File: src/rtl/cmpc_params.svh
// Timing and width constants for the current-mode PWM control core.
// Assumes a 10 MHz core clock; counts derive from the printed times.
`ifndef CMPC_PARAMS_SVH
`define CMPC_PARAMS_SVH

`define CMPC_CLK_HZ          10000000
`define CMPC_FSW_HZ          100000
`define CMPC_JITTER_PCT      4
`define CMPC_JITTER_MS       4
`define CMPC_DMAX_NUM        3
`define CMPC_DMAX_DEN        4
`define CMPC_MINOFF_NS       156
`define CMPC_SS_STEP_US      300
`define CMPC_SS_STEPS        32
`define CMPC_SS_TOTAL_MS     10
`define CMPC_LEB_NORM_NS     220
`define CMPC_LEB_BURST_NS    180
`define CMPC_GAIN_X100       325
`define CMPC_RAMP_X100       100

// Derived cycle counts (least times round up, none below one)
`define CMPC_PERIOD_CYC      (`CMPC_CLK_HZ / `CMPC_FSW_HZ)
`define CMPC_JIT_DEV_CYC     ((`CMPC_PERIOD_CYC * `CMPC_JITTER_PCT) / 100)
`define CMPC_JIT_HALF_CYC    ((`CMPC_JITTER_MS * (`CMPC_CLK_HZ / 1000)) / 2)
`define CMPC_MINOFF_CYC      ((`CMPC_MINOFF_NS * (`CMPC_CLK_HZ / 1000000) + 999) / 1000)
`define CMPC_LEB_NORM_CYC    ((`CMPC_LEB_NORM_NS * (`CMPC_CLK_HZ / 1000000) + 999) / 1000)
`define CMPC_LEB_BURST_CYC   ((`CMPC_LEB_BURST_NS * (`CMPC_CLK_HZ / 1000000) + 999) / 1000)
`define CMPC_SS_STEP_CYC     (`CMPC_SS_STEP_US * (`CMPC_CLK_HZ / 1000000))
`define CMPC_SS_TOTAL_CYC    (`CMPC_SS_TOTAL_MS * (`CMPC_CLK_HZ / 1000))

`endif

File: src/rtl/cmpc_pkg.sv
// Types shared by the current-mode PWM control core.
// Assumes the constants header is included alongside.
package cmpc_pkg;

    typedef enum logic [1:0] {
        CMPC_OFF,
        CMPC_SOFT,
        CMPC_RUN
    } cmpc_state_type;

    // Digital comparator results from the analog front end
    typedef struct packed {
        logic feedbackTrip;
        logic peakTrip;
        logic burstTrip;
    } cmpc_cmp_type;

    // Status outputs grouped for observation
    typedef struct packed {
        logic       softActive;
        logic       jitterOn;
        logic [5:0] softStep;
    } cmpc_stat_type;

endpackage

File: src/rtl/cmpc_current_mode_pwm.sv
// Timing and sequencing core of a fixed-frequency current-mode controller.
// Assumes comparators arrive as asynchronous digital levels and the
// analog ramp/sense path is outside; supplyOk is the lockout state.

`timescale 1ns/10ps
`include "cmpc_params.svh"

module cmpc_current_mode_pwm
    import cmpc_pkg::*;
#(
    parameter int PERIOD_CYC   = `CMPC_PERIOD_CYC,
    parameter int SS_STEP_CYC  = `CMPC_SS_STEP_CYC,
    parameter int SS_TOTAL_CYC = `CMPC_SS_TOTAL_CYC,
    parameter int JIT_HALF_CYC = `CMPC_JIT_HALF_CYC
) (
    input  wire logic          clock,
    input  wire logic          nrst,
    input  wire logic          supplyOk,
    input  wire logic          restartReq,
    input  wire logic          burstMode,
    input  wire cmpc_cmp_type  cmpIn,
    output logic               gateDrive,
    output logic               rampReset,
    output logic               senseEnable,
    output logic [5:0]         softStartLevel,
    output logic [15:0]        senseGainX100,
    output cmpc_stat_type      status
);

    // Jitter swing scales with the period actually built, not the nominal one
    localparam int DEV_CYC = (PERIOD_CYC * `CMPC_JITTER_PCT) / 100;
    localparam int PMAX    = PERIOD_CYC + DEV_CYC;

    initial begin
        if (PERIOD_CYC < 16 || PERIOD_CYC > 60000 || SS_STEP_CYC < 1 ||
            SS_TOTAL_CYC < SS_STEP_CYC || JIT_HALF_CYC < 1 || JIT_HALF_CYC > 100000000) begin
            $error("cmpc_current_mode_pwm: unsupported parameter values");
        end
    end

    // ------------------------------------------------------------
    // Input synchronisers
    // ------------------------------------------------------------
    // two-stage synchronising
    logic [5:0] syncA;
    logic [5:0] syncB;
    always_ff @(posedge clock or negedge nrst) begin
        if (!nrst) begin
            syncA <= 6'h00;
            syncB <= 6'h00;
        end else begin
            syncA <= {supplyOk, restartReq, burstMode, cmpIn};
            syncB <= syncA;
        end
    end

    logic supplyS;
    logic restartS;
    logic burstS;
    cmpc_cmp_type cmpS;
    assign supplyS  = syncB[5];
    assign restartS = syncB[4];
    assign burstS   = syncB[3];
    assign cmpS     = cmpc_cmp_type'(syncB[2:0]);

    // ------------------------------------------------------------
    // Power and soft-start sequencing
    // ------------------------------------------------------------
    cmpc_state_type state;
    logic [31:0]    ssStepCnt;
    logic [31:0]    ssTotalCnt;
    logic [5:0]     ssStep;
    logic           restartD;

    always_ff @(posedge clock or negedge nrst) begin
        if (!nrst) begin
            restartD <= 1'b0;
        end else begin
            restartD <= restartS;
        end
    end

    always_ff @(posedge clock or negedge nrst) begin
        if (!nrst) begin
            state      <= CMPC_OFF;
            ssStepCnt  <= 32'h0;
            ssTotalCnt <= 32'h0;
            ssStep     <= 6'h00;
        end else if (!supplyS) begin
            state      <= CMPC_OFF;
            ssStepCnt  <= 32'h0;
            ssTotalCnt <= 32'h0;
            ssStep     <= 6'h00;
        end else if (restartS && !restartD) begin
            state      <= CMPC_SOFT;
            ssStepCnt  <= 32'h0;
            ssTotalCnt <= 32'h0;
            ssStep     <= 6'h00;
        end else begin
            unique case (state)
                CMPC_OFF: begin
                    state <= CMPC_SOFT;
                end
                CMPC_SOFT: begin
                    if (ssStepCnt == 32'(SS_STEP_CYC - 1)) begin
                        ssStepCnt <= 32'h0;
                        if (ssStep != 6'(`CMPC_SS_STEPS)) begin
                            ssStep <= ssStep + 6'h01;
                        end
                    end else begin
                        ssStepCnt <= ssStepCnt + 32'h1;
                    end
                    if (ssTotalCnt == 32'(SS_TOTAL_CYC - 1)) begin
                        state <= CMPC_RUN;
                    end else begin
                        ssTotalCnt <= ssTotalCnt + 32'h1;
                    end
                end
                CMPC_RUN: begin
                    state <= CMPC_RUN;
                end
            endcase
        end
    end

    logic softActive;
    logic running;
    assign softActive = (state == CMPC_SOFT);
    assign running    = (state != CMPC_OFF);

    // ------------------------------------------------------------
    // Frequency jitter
    // ------------------------------------------------------------
    // Triangle sweep; one up plus one down leg forms the 4 ms cycle
    logic [31:0] jitCnt;
    logic        jitUp;
    logic [15:0] jitOffset;
    logic [15:0] periodLen;

    always_ff @(posedge clock or negedge nrst) begin
        if (!nrst) begin
            jitCnt <= 32'h0;
            jitUp  <= 1'b1;
        end else if (state != CMPC_RUN) begin
            jitCnt <= 32'h0;
            jitUp  <= 1'b1;
        end else if (jitCnt == 32'(JIT_HALF_CYC - 1)) begin
            jitCnt <= 32'h0;
            jitUp  <= ~jitUp;
        end else begin
            jitCnt <= jitCnt + 32'h1;
        end
    end

    // Offset spans 0..2*DEV-1 across a leg; period = nominal - DEV + offset
    assign jitOffset = (state == CMPC_RUN) ?
        16'(((jitUp ? jitCnt : 32'(JIT_HALF_CYC - 1) - jitCnt) * 32'(2 * DEV_CYC)) / 32'(JIT_HALF_CYC))
        : 16'(DEV_CYC);
    assign periodLen = 16'(PERIOD_CYC - DEV_CYC) + jitOffset;

    // ------------------------------------------------------------
    // Oscillator
    // ------------------------------------------------------------
    logic [15:0] phase;
    logic [15:0] curPeriod;
    logic        cycleStart;

    always_ff @(posedge clock or negedge nrst) begin
        if (!nrst) begin
            phase     <= 16'h0000;
            curPeriod <= 16'(PERIOD_CYC);
        end else if (!running) begin
            phase     <= 16'h0000;
            curPeriod <= 16'(PERIOD_CYC);
        end else if (phase == curPeriod - 16'h0001) begin
            phase     <= 16'h0000;
            curPeriod <= periodLen;
        end else begin
            phase <= phase + 16'h0001;
        end
    end

    assign cycleStart = running && (phase == 16'h0000);

    logic [15:0] dmaxPoint;
    assign dmaxPoint = 16'((32'(curPeriod) * `CMPC_DMAX_NUM) / `CMPC_DMAX_DEN);

    // Soft-start duty ceiling grows with each step
    logic [15:0] softPoint;
    assign softPoint = 16'((32'(dmaxPoint) * 32'(ssStep)) / `CMPC_SS_STEPS);

    // ------------------------------------------------------------
    // Blanking and comparator gating
    // ------------------------------------------------------------
    logic [15:0] onPhase;
    logic [15:0] blankLen;
    logic        blanked;

    assign blankLen = burstS ? 16'(`CMPC_LEB_BURST_CYC) : 16'(`CMPC_LEB_NORM_CYC);
    assign blanked  = (onPhase < blankLen);

    logic peakHit;
    logic burstHit;
    logic fbHit;
    logic softHit;
    assign peakHit  = cmpS.peakTrip && !blanked;
    assign burstHit = cmpS.burstTrip && burstS && !blanked;
    assign fbHit    = cmpS.feedbackTrip && !blanked;
    assign softHit  = softActive && (phase >= softPoint);

    // ------------------------------------------------------------
    // PWM latch and gate
    // ------------------------------------------------------------
    logic [15:0] minOffCyc;
    logic        latch;
    logic        clearReq;
    assign minOffCyc = 16'(`CMPC_MINOFF_CYC);
    assign clearReq  = peakHit || burstHit || fbHit || softHit || (phase >= dmaxPoint);

    // latch set per cycle, comparators clear it
    always_ff @(posedge clock or negedge nrst) begin
        if (!nrst) begin
            latch <= 1'b0;
        end else if (!running) begin
            latch <= 1'b0;
        end else if (cycleStart) begin
            latch <= 1'b1;
        end else if (latch && clearReq) begin
            latch <= 1'b0;
        end
    end

    always_ff @(posedge clock or negedge nrst) begin
        if (!nrst) begin
            onPhase <= 16'h0000;
        end else if (!gateDrive) begin
            onPhase <= 16'h0000;
        end else if (onPhase != 16'hffff) begin
            onPhase <= onPhase + 16'h0001;
        end
    end

    // gate held off for minimum delay
    // gate low under lockout
    // Clear terms act combinationally so the gate drops in the trip cycle
    assign gateDrive = running && supplyS && latch && (phase >= minOffCyc) && !clearReq;

    assign rampReset   = !latch;
    assign senseEnable = gateDrive && !blanked;

    // ------------------------------------------------------------
    // Analog control outputs
    // ------------------------------------------------------------
    // sense gain setting
    // soft level saturates once soft start ends
    always_ff @(posedge clock or negedge nrst) begin
        if (!nrst) begin
            senseGainX100  <= 16'h0000;
            softStartLevel <= 6'h00;
        end else begin
            senseGainX100  <= 16'(`CMPC_GAIN_X100);
            softStartLevel <= softActive ? ssStep : (running ? 6'(`CMPC_SS_STEPS) : 6'h00);
        end
    end

    always_ff @(posedge clock or negedge nrst) begin
        if (!nrst) begin
            status <= '0;
        end else begin
            status.softActive <= softActive;
            status.jitterOn   <= (state == CMPC_RUN);
            status.softStep   <= ssStep;
        end
    end

endmodule

File: config.mk
export PLATFORM = sky130hd
export DESIGN_NAME = cmpc_current_mode_pwm
export DESIGN_NICKNAME = d
export VERILOG_FILES = /design/src/rtl/cmpc_pkg.sv /design/src/rtl/cmpc_current_mode_pwm.sv
export VERILOG_INCLUDE_DIRS = /design/src /design/src/rtl
export SDC_FILE = /design/constraint.sdc
export NUM_CORES = 1
export LEC_CHECK = 0
export BUFFER_PORTS_ARGS = -buffer_cell sky130_fd_sc_hd__buf_2
export CAP_MARGIN = 20
export CORE_UTILIZATION = 35
export CTS_CLUSTER_SIZE = 25
export DETAILED_ROUTE_END_ITERATION = 8
export GPL_TIMING_DRIVEN = 0
export PLACE_DENSITY_LB_ADDON = 0.1
export SYNTH_ARGS = -nofsm -noshare
export SYNTH_HDL_FRONTEND = slang
export SYNTH_SLANG_ARGS = --single-unit
File: constraint.sdc
create_clock -name clock -period 54 [get_ports clock]
set_clock_uncertainty 0.05 [all_clocks]
set_input_delay 2.7 -clock clock [delete_from_list [all_inputs] [get_ports clock]]
set_output_delay 2.7 -clock clock [all_outputs]
set_load 0.02 [all_outputs]
# Word level (Yosys, flattened, before mapping)
# Cells that the tools add are included.
# op_classes
eq_ne	17
div_mod_pow	1
bitwise_logic	1
addsub	9
muxes	35
n_mul	2
magnitude_cmp	4
n_reduce_logical	27
# ops
operator	count
$mux 32	10
$mux 16	7
$add 32x1->32 const B	3
$mux 6	7
$add 16x1->16 const B	2
$div 32x15->32 const B	1
$eq 32x12->1 const B	1
$eq 32x15->1 const B	1
$eq 32x17->1 const B	1
$ge 16x16->1	2
$mux 29	1
$sub 15x29->29 const A	1
$mul 16x6->21	1
$mul 16x2->18 const B	1
$add 7x16->16 const A	1
$eq 16x16->1	1
$ge 16x2->1 const B	1
$logic_not 16->1	1
$lt 16x2->1	1
$ne 16x16->1 const B	1
$sub 16x1->16 const B	1
$logic_and 1x1->1	13
$ne 3x1->1 const B	4
$add 6x1->6 const B	1
other kinds (17)	32
# totals
output_inout_bits	33
wordCells	114
input_bits	8
regBits	182

# Longest topological paths before layout
# Gate-level depths: netlist of the first run.
# logic_depth
ltp_word	12
depth_mapped	79
mapped_depth_nobuf	69

# Worst setup path before layout of the first run
# No wires, ideal clock.
# synth_path
path_type	register to register
start	reg jitCnt[5]
end	reg curPeriod[0]
period_less_slack_ns	17.680
arrival_ns	17.564
setup_time_ns	0.066
t_required_ns	53.884
stages_incl_launch_ff	75
setup_slack_ns	36.320
path_buffers	5
path_cell_list	dfrtp_1 -> buf_4 -> clkbuf_1 -> inv_1 -> ha_1 -> or3b_1 -> buf_2 -> a211oi_4 -> a41oi_1 -> xor2_1 -> a211o_1 -> a21oi_1 -> o311ai_2 -> nand3_2 -> or3_1 -> buf_2 -> a41o_1 -> o211ai_4 -> [39 not listed] -> nand2_1 -> mux2i_1 -> a21boi_0 -> or2_1 -> a31oi_4 -> nand2_1 -> o311a_1 -> maj3_2 -> a32o_1 -> a21oi_2 -> nor2_1 -> o21ai_2 -> a21oi_4 -> o21ai_1 -> xor2_1 -> or3b_1 -> a21oi_1 -> a221o_1
# synth_via
elab_chain_cells	7
# synth_lines
element	line	rtl
start, declared	cmpc_current_mode_pwm.sv:135	logic [31:0] jitCnt;
start signal, assigned	cmpc_current_mode_pwm.sv:151	jitCnt <= jitCnt + 32'h1;
$sub 15x29->29	cmpc_current_mode_pwm.sv:157	16'(((jitUp ? jitCnt : 32'(JIT_HALF_CYC - 1) - jitCnt) * 32'(2 * DEV_CYC)) / 32'(JIT_HALF_CYC))
$mux 29 *	cmpc_current_mode_pwm.sv:157	
$div 32x15->32 *	cmpc_current_mode_pwm.sv:157	
$mux 16 *	cmpc_current_mode_pwm.sv:156	assign jitOffset = (state == CMPC_RUN) ?
$add 7x16->16 *	cmpc_current_mode_pwm.sv:159	assign periodLen = 16'(PERIOD_CYC - DEV_CYC) + jitOffset;
$mux 16 *	cmpc_current_mode_pwm.sv:175	end else if (phase == curPeriod - 16'h0001) begin
$mux 16 *	cmpc_current_mode_pwm.sv:172	end else if (!running) begin
end signal, assigned	cmpc_current_mode_pwm.sv:171	curPeriod <= 16'(PERIOD_CYC);
end signal, assigned	cmpc_current_mode_pwm.sv:174	curPeriod <= 16'(PERIOD_CYC);
end signal, assigned	cmpc_current_mode_pwm.sv:177	curPeriod <= periodLen;
end, declared	cmpc_current_mode_pwm.sv:165	logic [15:0] curPeriod;
# Every way passes the cells marked *; elsewhere a longest branch is shown, timed or not. The select of a mux whose other input is x is not followed.
# A chain may end at the register's enable or synchronous reset.

# Worst setup path in the final report of the first run
# Ends and elaborated chain as after synthesis.

==> flow_metrics.env, run 1 <==
export IMPL_ctsResizeCount=0
export IMPL_whs_path_depth=0
export IMPL_path_clk_slew_ns=0.08
export IMPL_drv_slew=0
export IMPL_p_per_area_nw_per_um2=14.6
export IMPL_worst_r2r_path_depth=72
export IMPL_htreeDepth=4
export IMPL_dp_cells=3369
export IMPL_met3_usage_pct=2.61
export IMPL_grt_pass1_wl_um=91700
export IMPL_syn_cell_area_um2=20400
export IMPL_seq_area_um2=4560
export IMPL_cts_root_buf="clkbuf_16"
export IMPL_dr_pass1_iters=5
export IMPL_clk_latency_ns=0.49
export IMPL_hold_class="flip-flop to flip-flop"
export IMPL_ys_types=126
export IMPL_status="complete, no violations"
export IMPL_fp_coreArea_um2=57700
export IMPL_rsz0062_at_grt="no"
export IMPL_synthFlopType="dfrtp_1"
export IMPL_holdBufCountCts=0
export IMPL_die_w_um=244
export IMPL_num_rows=88
export IMPL_holdWs_ns=0.302
export IMPL_finalSetupTns_ns=0
export IMPL_hold_viol_final=0
export IMPL_critical_path_max_stage_delay_ns=0.66
export IMPL_ff2ff_setup_slack_ns=32.42
export IMPL_finalCritPeriodShare_pct=40.0
export IMPL_use_met1_pct=25.5
export IMPL_internal_power_w=0.000222
export IMPL_path_class="flip-flop to flip-flop"
export IMPL_worstPathRequired_ns=54.37
export IMPL_avgRoutedWirePerCell_um=15.9
export IMPL_drv_cap=0
export IMPL_power_share_sequential_pct=44.2
export IMPL_r2r_start="jitCnt[5]"
export IMPL_hold_start="syncA[5]"
export IMPL_post_cts_setup_buffer_count=0
export IMPL_p_clk_share_pct=41.2
export IMPL_r2r_end="curPeriod[0]"
export IMPL_hold_path_end="syncB[5]"
export IMPL_cts_sinks=182
export IMPL_cp_startpoint="jitCnt[5]"
export IMPL_drt_initial_drc_count=951
export IMPL_fmax_ghz=0.0463
export IMPL_num_vias=18100
export IMPL_slowest_stage="o31ai_2"
export IMPL_io_pins=41
export IMPL_grt_pass1_vias=17900
export IMPL_cts_buffers=17
export IMPL_pre_cts_ws_ns=32.49
export IMPL_ys_warnings_count=0
export IMPL_cts_path_max_buffers=2
export IMPL_cp_start_kind="flip-flop"
export IMPL_setup_ws_ns=32.42
export IMPL_grt_overflow=0
export IMPL_crit_top_cell="mux2_4"
export IMPL_wl_um=54100
export IMPL_total_power_w=0.000324
export IMPL_drtAntennaViolNets=0
export IMPL_cts_tree="built"
export IMPL_ys_ff_latch=182
export IMPL_worst_slew_pin_slew_ns=0.974
export IMPL_grt_max_degree=97
export IMPL_async_reset_ff_share_pct=100
export IMPL_syn_to_final_growth_pct=8.83
export IMPL_cp_end_kind="flip-flop"
export IMPL_hpwlAfterDp_um=42800
export IMPL_synthCells=2564
export IMPL_antenna_found_initial=0
export IMPL_cp_max_fo=10
export IMPL_pwr_share_comb_pct=14.6
export IMPL_drive_above_1_share_pct=8.92
export IMPL_post_drt_via_cell_ratio=5.32
export IMPL_power_switching_w=0.000102
export IMPL_portBuffers=28
export IMPL_die_h_um=244
export IMPL_final_cell_count_no_fill=3401
export IMPL_top_usage_layer="met2"
export IMPL_slew_headroom_pct=34.4
export IMPL_swShare_pct=31.4
export IMPL_vdd_drop_max_mv=0.0257
export IMPL_initial_core_util_pct=35.4
export IMPL_grt_total_usage_pct=18.7
export IMPL_synth_seq_area_share_pct=22.3
export IMPL_finalSetupViolCount=0
export IMPL_critPathArrivalTime_ns=21.95
export IMPL_gp_congestion=0.850
export IMPL_antenna_cells=0
export IMPL_final_nets=2794
export IMPL_die_area_um2=59300
export IMPL_fillers=6022
export IMPL_synth_edf_count=0
export IMPL_period_minus_slack_ns=21.58
export IMPL_grt_use_met2_pct=30.8
export IMPL_route_detailed_drc=0
export IMPL_syn_area_per_cell_um2=7.96
export IMPL_leakage_nw=9.57
export IMPL_multi_input_comb_area_um2=14900
==> power by group through the flow <==
stage	clock (W)	combinational (W)	sequential, W
2_1_floorplan	0	0.0000293	0.000146
6_report	0.000134	0.0000474	0.000143
4_1_cts	0.000139	0.0000488	0.000143
3_5_place_dp	0	0.0000485	0.000146
3_3_place_gp	0	0.0000478	0.000146
5_1_grt	0.000144	0.0000547	0.000144
==> sequential cells by signal (all words and copies together), names as in the netlist <==
name,count
curPeriod,16
ssStepCnt,32
status,8
onPhase,16
syncB,6
jitUp,1
syncA,6
restartD,1
jitCnt,32
latch,1
softStartLevel,6
ssTotalCnt,32
phase,16
ssStep,6
senseGainX100,1
state,2
==> placed cells by master, fill, tap and decap left out, types with 14 or more instances in the layout <==
master,instances
o21ai_0,104
nand3_1,104
clkbuf_16,17
and3_1,46
nand4_1,47
dfrtp_1,178
o21bai_1,18
fa_1,56
nor2_1,294
nor4_1,32
buf_2,49
nand2b_1,42
nor2b_1,22
inv_1,143
or2_2,26
mux2i_1,23
nand2_1,291
ha_1,107
a211oi_1,14
o21a_1,24
clkbuf_1,41
o21ai_1,24
nor3_1,75
a21o_1,30
a31oi_1,20
buf_4,26
o22ai_1,14
or3_1,22
a21oi_1,120
and2_1,41
o31ai_1,14
xor2_1,119
xnor2_1,146
==> synth_stat cells, types with 22 or more instances <==
cell,number,area (um2)
a21o_1,30,225
nor2b_1,22,138
and3_1,46,288
and2_1,41,257
xor2_1,119,1040
xnor2_1,146,1280
o21a_1,24,180
or3_1,22,138
ha_1,107,1340
inv_1,143,537
fa_1,56,1120
nor3_1,75,375
nand2b_1,42,263
or2_2,26,163
nor2_1,294,1100
a21oi_1,120,601
nand2_1,291,1090
dfrtp_1,178,4450
buf_4,26,195
buf_2,22,110
o21ai_1,24,120
nand3_1,104,521
nor4_1,32,200
clkbuf_1,41,154
nand4_1,47,294
mux2i_1,23,230
o21ai_0,104,521
==> metal layers <==
metal  wire length [um]  share of wire, %  vias up
met5                  0                 0        -
met4                839               1.6        0
met3               1310               2.4       45
met2              25000                46      214
met1              27000                50     8708
li1                   -                 -     9125
==> final cells by class <==
class                      instances  area share [%]
multi-input combinational       2155            66.9
sequential                       182            20.5
tap                              765            4.31
inverter                         144            2.43
buffer                            94            2.18
clock buffer                      17            1.91
clock inverter                    15           0.907
timing repair buffer              29           0.800
==> critical path, delay by kind of cell, from the launching register on <==
family | cells | cell delay, ns
AO/OA/AOI/OAI | 40 | 11.15
XOR/XNOR | 7 | 2.41
adder cells (fa/ha/maj) | 1 | 0.21
buffers and inverters | 5 | 1.15
flip-flops | 1 | 0.38
multiplexers | 5 | 1.91
AND/OR/NAND/NOR | 14 | 4.22
==> per-stage QoR <==
step                      cell area [um2]  util, %
after CTS                           22200     38.5
after global placement              21600     37.4
final                               22200     38.5
after detailed placement            21600     37.4
after floorplan                     20500        -
after global routing                22200     38.5
==> worst max path at each step <==
stage | end | slack (ns) | depth (start not counted)
after global placement | curPeriod[0] | 32.64 | 73
final | curPeriod[0] | 32.42 | 72
after detailed placement | curPeriod[0] | 32.49 | 73
after global routing | curPeriod[0] | 30.50 | 71
after floorplan | curPeriod[0] | 36.32 | 74
after CTS | curPeriod[0] | 32.47 | 73
==> cell families after synthesis <==
kind of cell,Yosys count,synth area share [%]
XOR/XNOR,271,11.8
other,2,0.0368
multiplexers,35,1.88
buffers and inverters,238,5.02
AND/OR/NAND/NOR,1105,26.4
AO/OA/AOI/OAI,562,20.1
adder cells (fa/ha/maj),169,12.3
flip-flops,182,22.3
(Power assumes the default switching activity.)
==> run 2, diff against run 1 <==
- ABC_AREA: not set -> 1
- clock period: 54 -> 19.4 ns (I/O delays scaled with it)
==> flow_metrics.env, run 2 <==
export IMPL_route_detailed_drc=0
export IMPL_internal_power_w=0.000694
export IMPL_status="complete, no violations"
export IMPL_ys_top_cells_by_count="nand2_1 (690), inv_1 (438), nor2_1 (247), nand3_1 (223), dfrtp_1 (178)"
export IMPL_slew_headroom_pct=42.6
export IMPL_initial_core_util_pct=35.5
export IMPL_slowest_stage="dfrtp_1"
export IMPL_cp_start_kind="flip-flop"
export IMPL_syn_to_final_growth_pct=8.47
export IMPL_final_nets=3309
export IMPL_fmax_ghz=0.0644
export IMPL_die_area_um2=62400
export IMPL_reg_top3="jitCnt x32, ssStepCnt x32, ssTotalCnt x32"
export IMPL_final_cell_count_no_fill=3933
export IMPL_cp_end_kind="flip-flop"
export IMPL_finalSetupTns_ns=0
export IMPL_final_common_cell="nand2_1"
export IMPL_dr_pass1_iters=5
export IMPL_yosysTopAreaCell="dfrtp_1"
export IMPL_p_clk_share_pct=32.3
export IMPL_leakage_nw=11.4
export IMPL_die_h_um=250
export IMPL_portBuffers=28
export IMPL_synth_edf_count=0
export IMPL_drv_cap=0
export IMPL_cts_buffers=17
export IMPL_die_w_um=250
export IMPL_num_vias=19200
export IMPL_finalSetupViolCount=0
export IMPL_hpwlAfterDp_um=44100
export IMPL_hold_class="flip-flop to flip-flop"
export IMPL_syn_cell_area_um2=21500
export IMPL_avgRoutedWirePerCell_um=13.8
export IMPL_syn_area_per_cell_um2=6.98
export IMPL_ys_ff_latch=182
export IMPL_hold_viol_final=0
export IMPL_synth_seq_area_share_pct=21.2
export IMPL_antenna_found_initial=0
export IMPL_rsz0062_at_grt="no"
export IMPL_num_rows=90
export IMPL_dp_cells=3901
export IMPL_pwr_share_comb_pct=32.2
export IMPL_worst_slew_pin_slew_ns=0.853
export IMPL_path_clk_slew_ns=0.08
export IMPL_post_drt_via_cell_ratio=4.88
export IMPL_critical_path_max_stage_delay_ns=0.50
export IMPL_synth_top_cell_area_share_pct=20.7
export IMPL_drt_initial_drc_count=840
export IMPL_path_class="flip-flop to flip-flop"
export IMPL_grt_total_usage_pct=17.7
export IMPL_holdBufCountCts=0
export IMPL_synthFlopType="dfrtp_1"
export IMPL_placed_area_um2=22700
export IMPL_vdd_drop_max_mv=0.0592
export IMPL_cts_sinks=182
export IMPL_ys_warnings_count=0
export IMPL_cp_max_fo=10
export IMPL_worstPathRequired_ns=19.70
export IMPL_crit_top_cell="nand2_1"
export IMPL_clk_latency_ns=0.46
export IMPL_drv_slew=0
export IMPL_ctsResizeCount=0
export IMPL_post_cts_setup_buffer_count=0
export IMPL_power_switching_w=0.000458
export IMPL_wl_um=54200
export IMPL_grt_pass1_wl_um=92200
export IMPL_finalCritPeriodShare_pct=80.0
export IMPL_gp_congestion=0.868
export IMPL_ff2ff_setup_slack_ns=3.88
export IMPL_synthTopCellsByArea="dfrtp_1 (21%), nand2_1 (12%), inv_1 (7.6%), ha_1 (6.2%), fa_1 (5.2%)"
export IMPL_holdWs_ns=0.304
export IMPL_fp_coreArea_um2=60500
export IMPL_ys_types=81
export IMPL_synth_most_common_cell="nand2_1"
export IMPL_swShare_pct=39.8
export IMPL_async_reset_ff_share_pct=100
export IMPL_io_pins=41
export IMPL_mostFrequentLayoutCells="nand2_1 (690), inv_1 (438), nor2_1 (247)"
export IMPL_synthCells=3079
export IMPL_total_power_w=0.00115
export IMPL_drive_above_1_share_pct=16.6
export IMPL_period_minus_slack_ns=15.52
export IMPL_p_per_area_nw_per_um2=49.4
export IMPL_antenna_cells=0
export IMPL_grt_pass1_vias=18800
export IMPL_critPathArrivalTime_ns=15.83
export IMPL_drtAntennaViolNets=0
export IMPL_grt_max_degree=96
export IMPL_htreeDepth=4
export IMPL_cts_tree="built"
export IMPL_fin_area_um2=23300
export IMPL_cts_path_max_buffers=2
export IMPL_cts_root_buf="clkbuf_16"
export IMPL_power_share_sequential_pct=35.4
export IMPL_grt_overflow=0
-- run 2: cell types whose count changed after synthesis, sizes merged, moves of 24 or more --
cell    previous run  this run
buf               53        29
and2              41         3
nand3            106       265
and3              46         2
xor2             121        95
inv              144       480
nand2            292       924
nand2b            43         0
xnor2            150        34
-- run 2: kinds of logic (layout without fill, tap and decap cells) --
| logic type | after synthesis | count (layout) | synth area share, % |
|---|---|---|---|
| XOR/XNOR | 129 | 129 | 5.47 |
| flip-flops | 182 | 182 | 21.2 |
| other | 2 | 13 | 0.0349 |
| AO/OA/AOI/OAI | 351 | 351 | 10.1 |
| adder cells (fa/ha/maj) | 163 | 163 | 11.4 |
| AND/OR/NAND/NOR | 1705 | 1705 | 41.1 |
| buffers and inverters | 546 | 607 | 10.7 |
| multiplexers | 1 | 1 | 0.0466 |
-- run 2: final cells by class --
type / count / area [um2]
Multi-Input combinational cell: 2362 / 14700
Timing Repair Buffer: 29 / 178
Inverter: 492 / 1870
Tap cell: 782 / 978
Clock buffer: 17 / 425
Clock inverter: 15 / 198
Sequential cell: 182 / 4560
Buffer: 54 / 429
Fill cell: 6427 / 37200
-- run 2: final timing paths --
| path | endpoint | start | depth (start not counted) |
|---|---|---|---|
| worst max-delay path | curPeriod[0] | jitCnt[5] | 120 |
| worst min-delay path | syncB[0] | syncA[0] | 0 |
| worst max register to register | curPeriod[0] | jitCnt[5] | 120 |
| worst min register to register | syncB[0] | syncA[0] | 0 |
| max in group asynchronous | curPeriod[5] | nrst | 2 |
| min in group asynchronous | onPhase[13] | nrst | 1 |
-- run 2: critical path: cells and delay by family (launching register included) --
| kind | cells | cell delay, ns |
|---|---|---|
| AND/OR/NAND/NOR | 94 | 9.86 |
| buffers and inverters | 15 | 2.22 |
| AO/OA/AOI/OAI | 8 | 1.81 |
| XOR/XNOR | 2 | 0.62 |
| adder cells (fa/ha/maj) | 1 | 0.25 |
| flip-flops | 1 | 0.50 |
-- run 2: through the flow --
step	util, %	worst slack, ns
2_1_floorplan	-	6.54
3_3_place_gp	37.5	4.04
3_5_place_dp	37.5	3.90
4_1_cts	38.6	3.81
5_1_grt	38.6	2.32
6_report	38.6	3.88
-- run 2: metal layers --
layer / vias up / routed length [um] / GRT usage [%]
met4: 0 / 535 / 3.76
met3: 36 / 1070 / 1.91
met5: - / 0 / 0
li1: 9986 / - / -
met1: 8981 / 27100 / 24.1
met2: 194 / 25500 / 30.1
-- run 2: power by group through the flow --
stage / sequential (W) / clock, W / combinational, W
after floorplan: 0.000416 / 0 / 0.000267
after global placement: 0.000416 / 0 / 0.000373
after detailed placement: 0.000416 / 0 / 0.000376
after CTS: 0.000408 / 0.000386 / 0.000378
after global routing: 0.000410 / 0.000399 / 0.000420
final: 0.000408 / 0.000372 / 0.000371
==> run 3, diff against run 2 <==
- clock period: 19.4 -> 14.81 ns (I/O delays scaled with it)
==> flow_metrics.env, run 3 (same netlist as run 2, synthesis figures left out) <==
export IMPL_status="complete, no violations"
export IMPL_hold_viol_final=0
export IMPL_antenna_cells=0
export IMPL_cp_start_kind="flip-flop"
export IMPL_holdBufCountCts=0
export IMPL_critical_path_max_stage_delay_ns=0.41
export IMPL_cp_end_kind="flip-flop"
export IMPL_worstPathRequired_ns=15.11
export IMPL_cts_path_max_buffers=2
export IMPL_rsz0062_at_grt="yes"
export IMPL_slew_headroom_pct=42.6
export IMPL_pre_cts_ws_ns=-0.694
export IMPL_gp_congestion=0.868
export IMPL_wl_um=55800
export IMPL_period_minus_slack_ns=14.40
export IMPL_mostFrequentLayoutCells="nand2_1 (671), inv_1 (431), nor2_1 (242)"
export IMPL_leakage_nw=12.1
export IMPL_drive_above_1_share_pct=20.8
export IMPL_vdd_drop_max_mv=0.0777
export IMPL_r2r_end="curPeriod[0]"
export IMPL_slowest_stage="dfrtp_2"
export IMPL_final_common_cell="nand2_1"
export IMPL_grt_pass1_wl_um=92700
export IMPL_cts_sinks=182
export IMPL_num_rows=90
export IMPL_path_class="flip-flop to flip-flop"
export IMPL_io_pins=41
export IMPL_grt_total_usage_pct=17.8
export IMPL_route_detailed_drc=0
export IMPL_path_clk_slew_ns=0.08
export IMPL_grt_pass1_vias=18900
export IMPL_finalCritPeriodShare_pct=97.2
export IMPL_finalSetupViolCount=0
export IMPL_worst_slew_pin_slew_ns=0.853
export IMPL_cts_root_buf="clkbuf_16"
export IMPL_crit_top_cell="nand2_4"
export IMPL_die_h_um=250
export IMPL_final_cell_count_no_fill=4030
export IMPL_cts_buffers=17
export IMPL_cp_max_fo=10
export IMPL_worst_r2r_path_depth=120
export IMPL_final_nets=3406
export IMPL_die_w_um=250
export IMPL_syn_to_final_growth_pct=15.1
export IMPL_total_power_w=0.00153
export IMPL_critPathArrivalTime_ns=14.70
export IMPL_drtAntennaViolNets=0
export IMPL_hold_class="input port to asynchronous set/reset pin"
export IMPL_setup_ws_ns=0.409
export IMPL_cp_startpoint="jitCnt[5]"
export IMPL_drv_slew=0
export IMPL_ff2ff_setup_slack_ns=0.41
export IMPL_fp_coreArea_um2=60500
export IMPL_r2r_start="jitCnt[5]"
export IMPL_grt_max_degree=96
export IMPL_dr_pass1_iters=5
export IMPL_fin_area_um2=24700
export IMPL_num_vias=19700
export IMPL_htreeDepth=4
export IMPL_drt_initial_drc_count=847
export IMPL_initial_core_util_pct=35.5
export IMPL_die_area_um2=62400
export IMPL_avgRoutedWirePerCell_um=13.9
export IMPL_fmax_ghz=0.0694
export IMPL_dp_cells=3901
export IMPL_finalSetupTns_ns=0
export IMPL_drv_cap=0
export IMPL_post_drt_via_cell_ratio=4.89
export IMPL_cts_tree="built"
export IMPL_grt_overflow=0
export IMPL_hpwlAfterDp_um=44100
export IMPL_reg_top3="jitCnt x32, ssStepCnt x32, ssTotalCnt x32"
export IMPL_fillers=6358
export IMPL_antenna_found_initial=0
export IMPL_portBuffers=28
export IMPL_placed_area_um2=22700
export IMPL_p_per_area_nw_per_um2=62.0
export IMPL_clk_latency_ns=0.47
## run 3: changes by cell type in the layout (fill, tap and decap cells not counted), sizes merged
cell	change
nand2	+2
buf	+87
clkbuf	+8
clkinv	-2
clkinvlp	+2
## run 3: area by class of cell
class / count / area [um2] / share of cell area, %
Timing Repair Buffer: 124 / 1080 / 4.35
Clock buffer: 17 / 425 / 1.72
Tap cell: 782 / 978 / 3.96
Inverter: 492 / 1890 / 7.62
Buffer: 54 / 465 / 1.88
Sequential cell: 182 / 4570 / 18.5
Multi-Input combinational cell: 2364 / 15100 / 61.2
Clock inverter: 15 / 198 / 0.799
## run 3: where the power goes
part	internal [W]	total, W	switching (W)
Combinational	0.000161	0.000510	0.000349
Clock	0.000246	0.000489	0.000243
Sequential	0.000516	0.000534	0.0000185
## run 3: worst max-delay path by stage
stage	slack, ns	endpoint	depth (start not counted)
finish	0.41	curPeriod[0]	120
global route	-0.73	curPeriod[0]	119
CTS	0.004	curPeriod[0]	126
detailed placement	-0.69	curPeriod[0]	120
global placement	-0.55	curPeriod[0]	118
floorplan	1.95	curPeriod[0]	120
## run 3: metrics by stage
stage | hold WS (ns) | utilization [%]
after detailed placement | 0.288 | 37.5
after global placement | 0.289 | 37.5
after CTS | 0.246 | 39.0
after floorplan | 0.281 | -
final | 0.225 | 40.9
after global routing | 0.281 | 40.9
## run 3: worst max-delay path: cells and delay by family, from the launching register on
| family | cells | cell delay (ns) |
|---|---|---|
| AOI/OAI and AO/OA | 8 | 1.73 |
| xor gates and xnor gates | 2 | 0.36 |
| adders and majority gates | 1 | 0.18 |
| buffers and inverters | 20 | 2.66 |
| DFF | 1 | 0.41 |
| and+or+nand+nor | 89 | 8.80 |
## run 3: routing by layer
metal  vias up  track usage [%]  wire (um)  part of all wire, %
li1      10200                -          -                    -
met1      9273             24.2      27500                   49
met2       212             30.4      26600                   48
met3        39             1.91       1120                  2.0
met4         0             3.76        575                  1.0
met5         -                0          0                    0
## run 3: what timing repair did
| action | in CTS | in global routing |
|---|---|---|
| endpoints found under the setup margin | 2 | 3 |
| pin swaps | 18 | 59 |
| gates cloned | 0 | 10 |
| resized for setup | 20 | 106 |
| setup buffers | 19 | 68 |
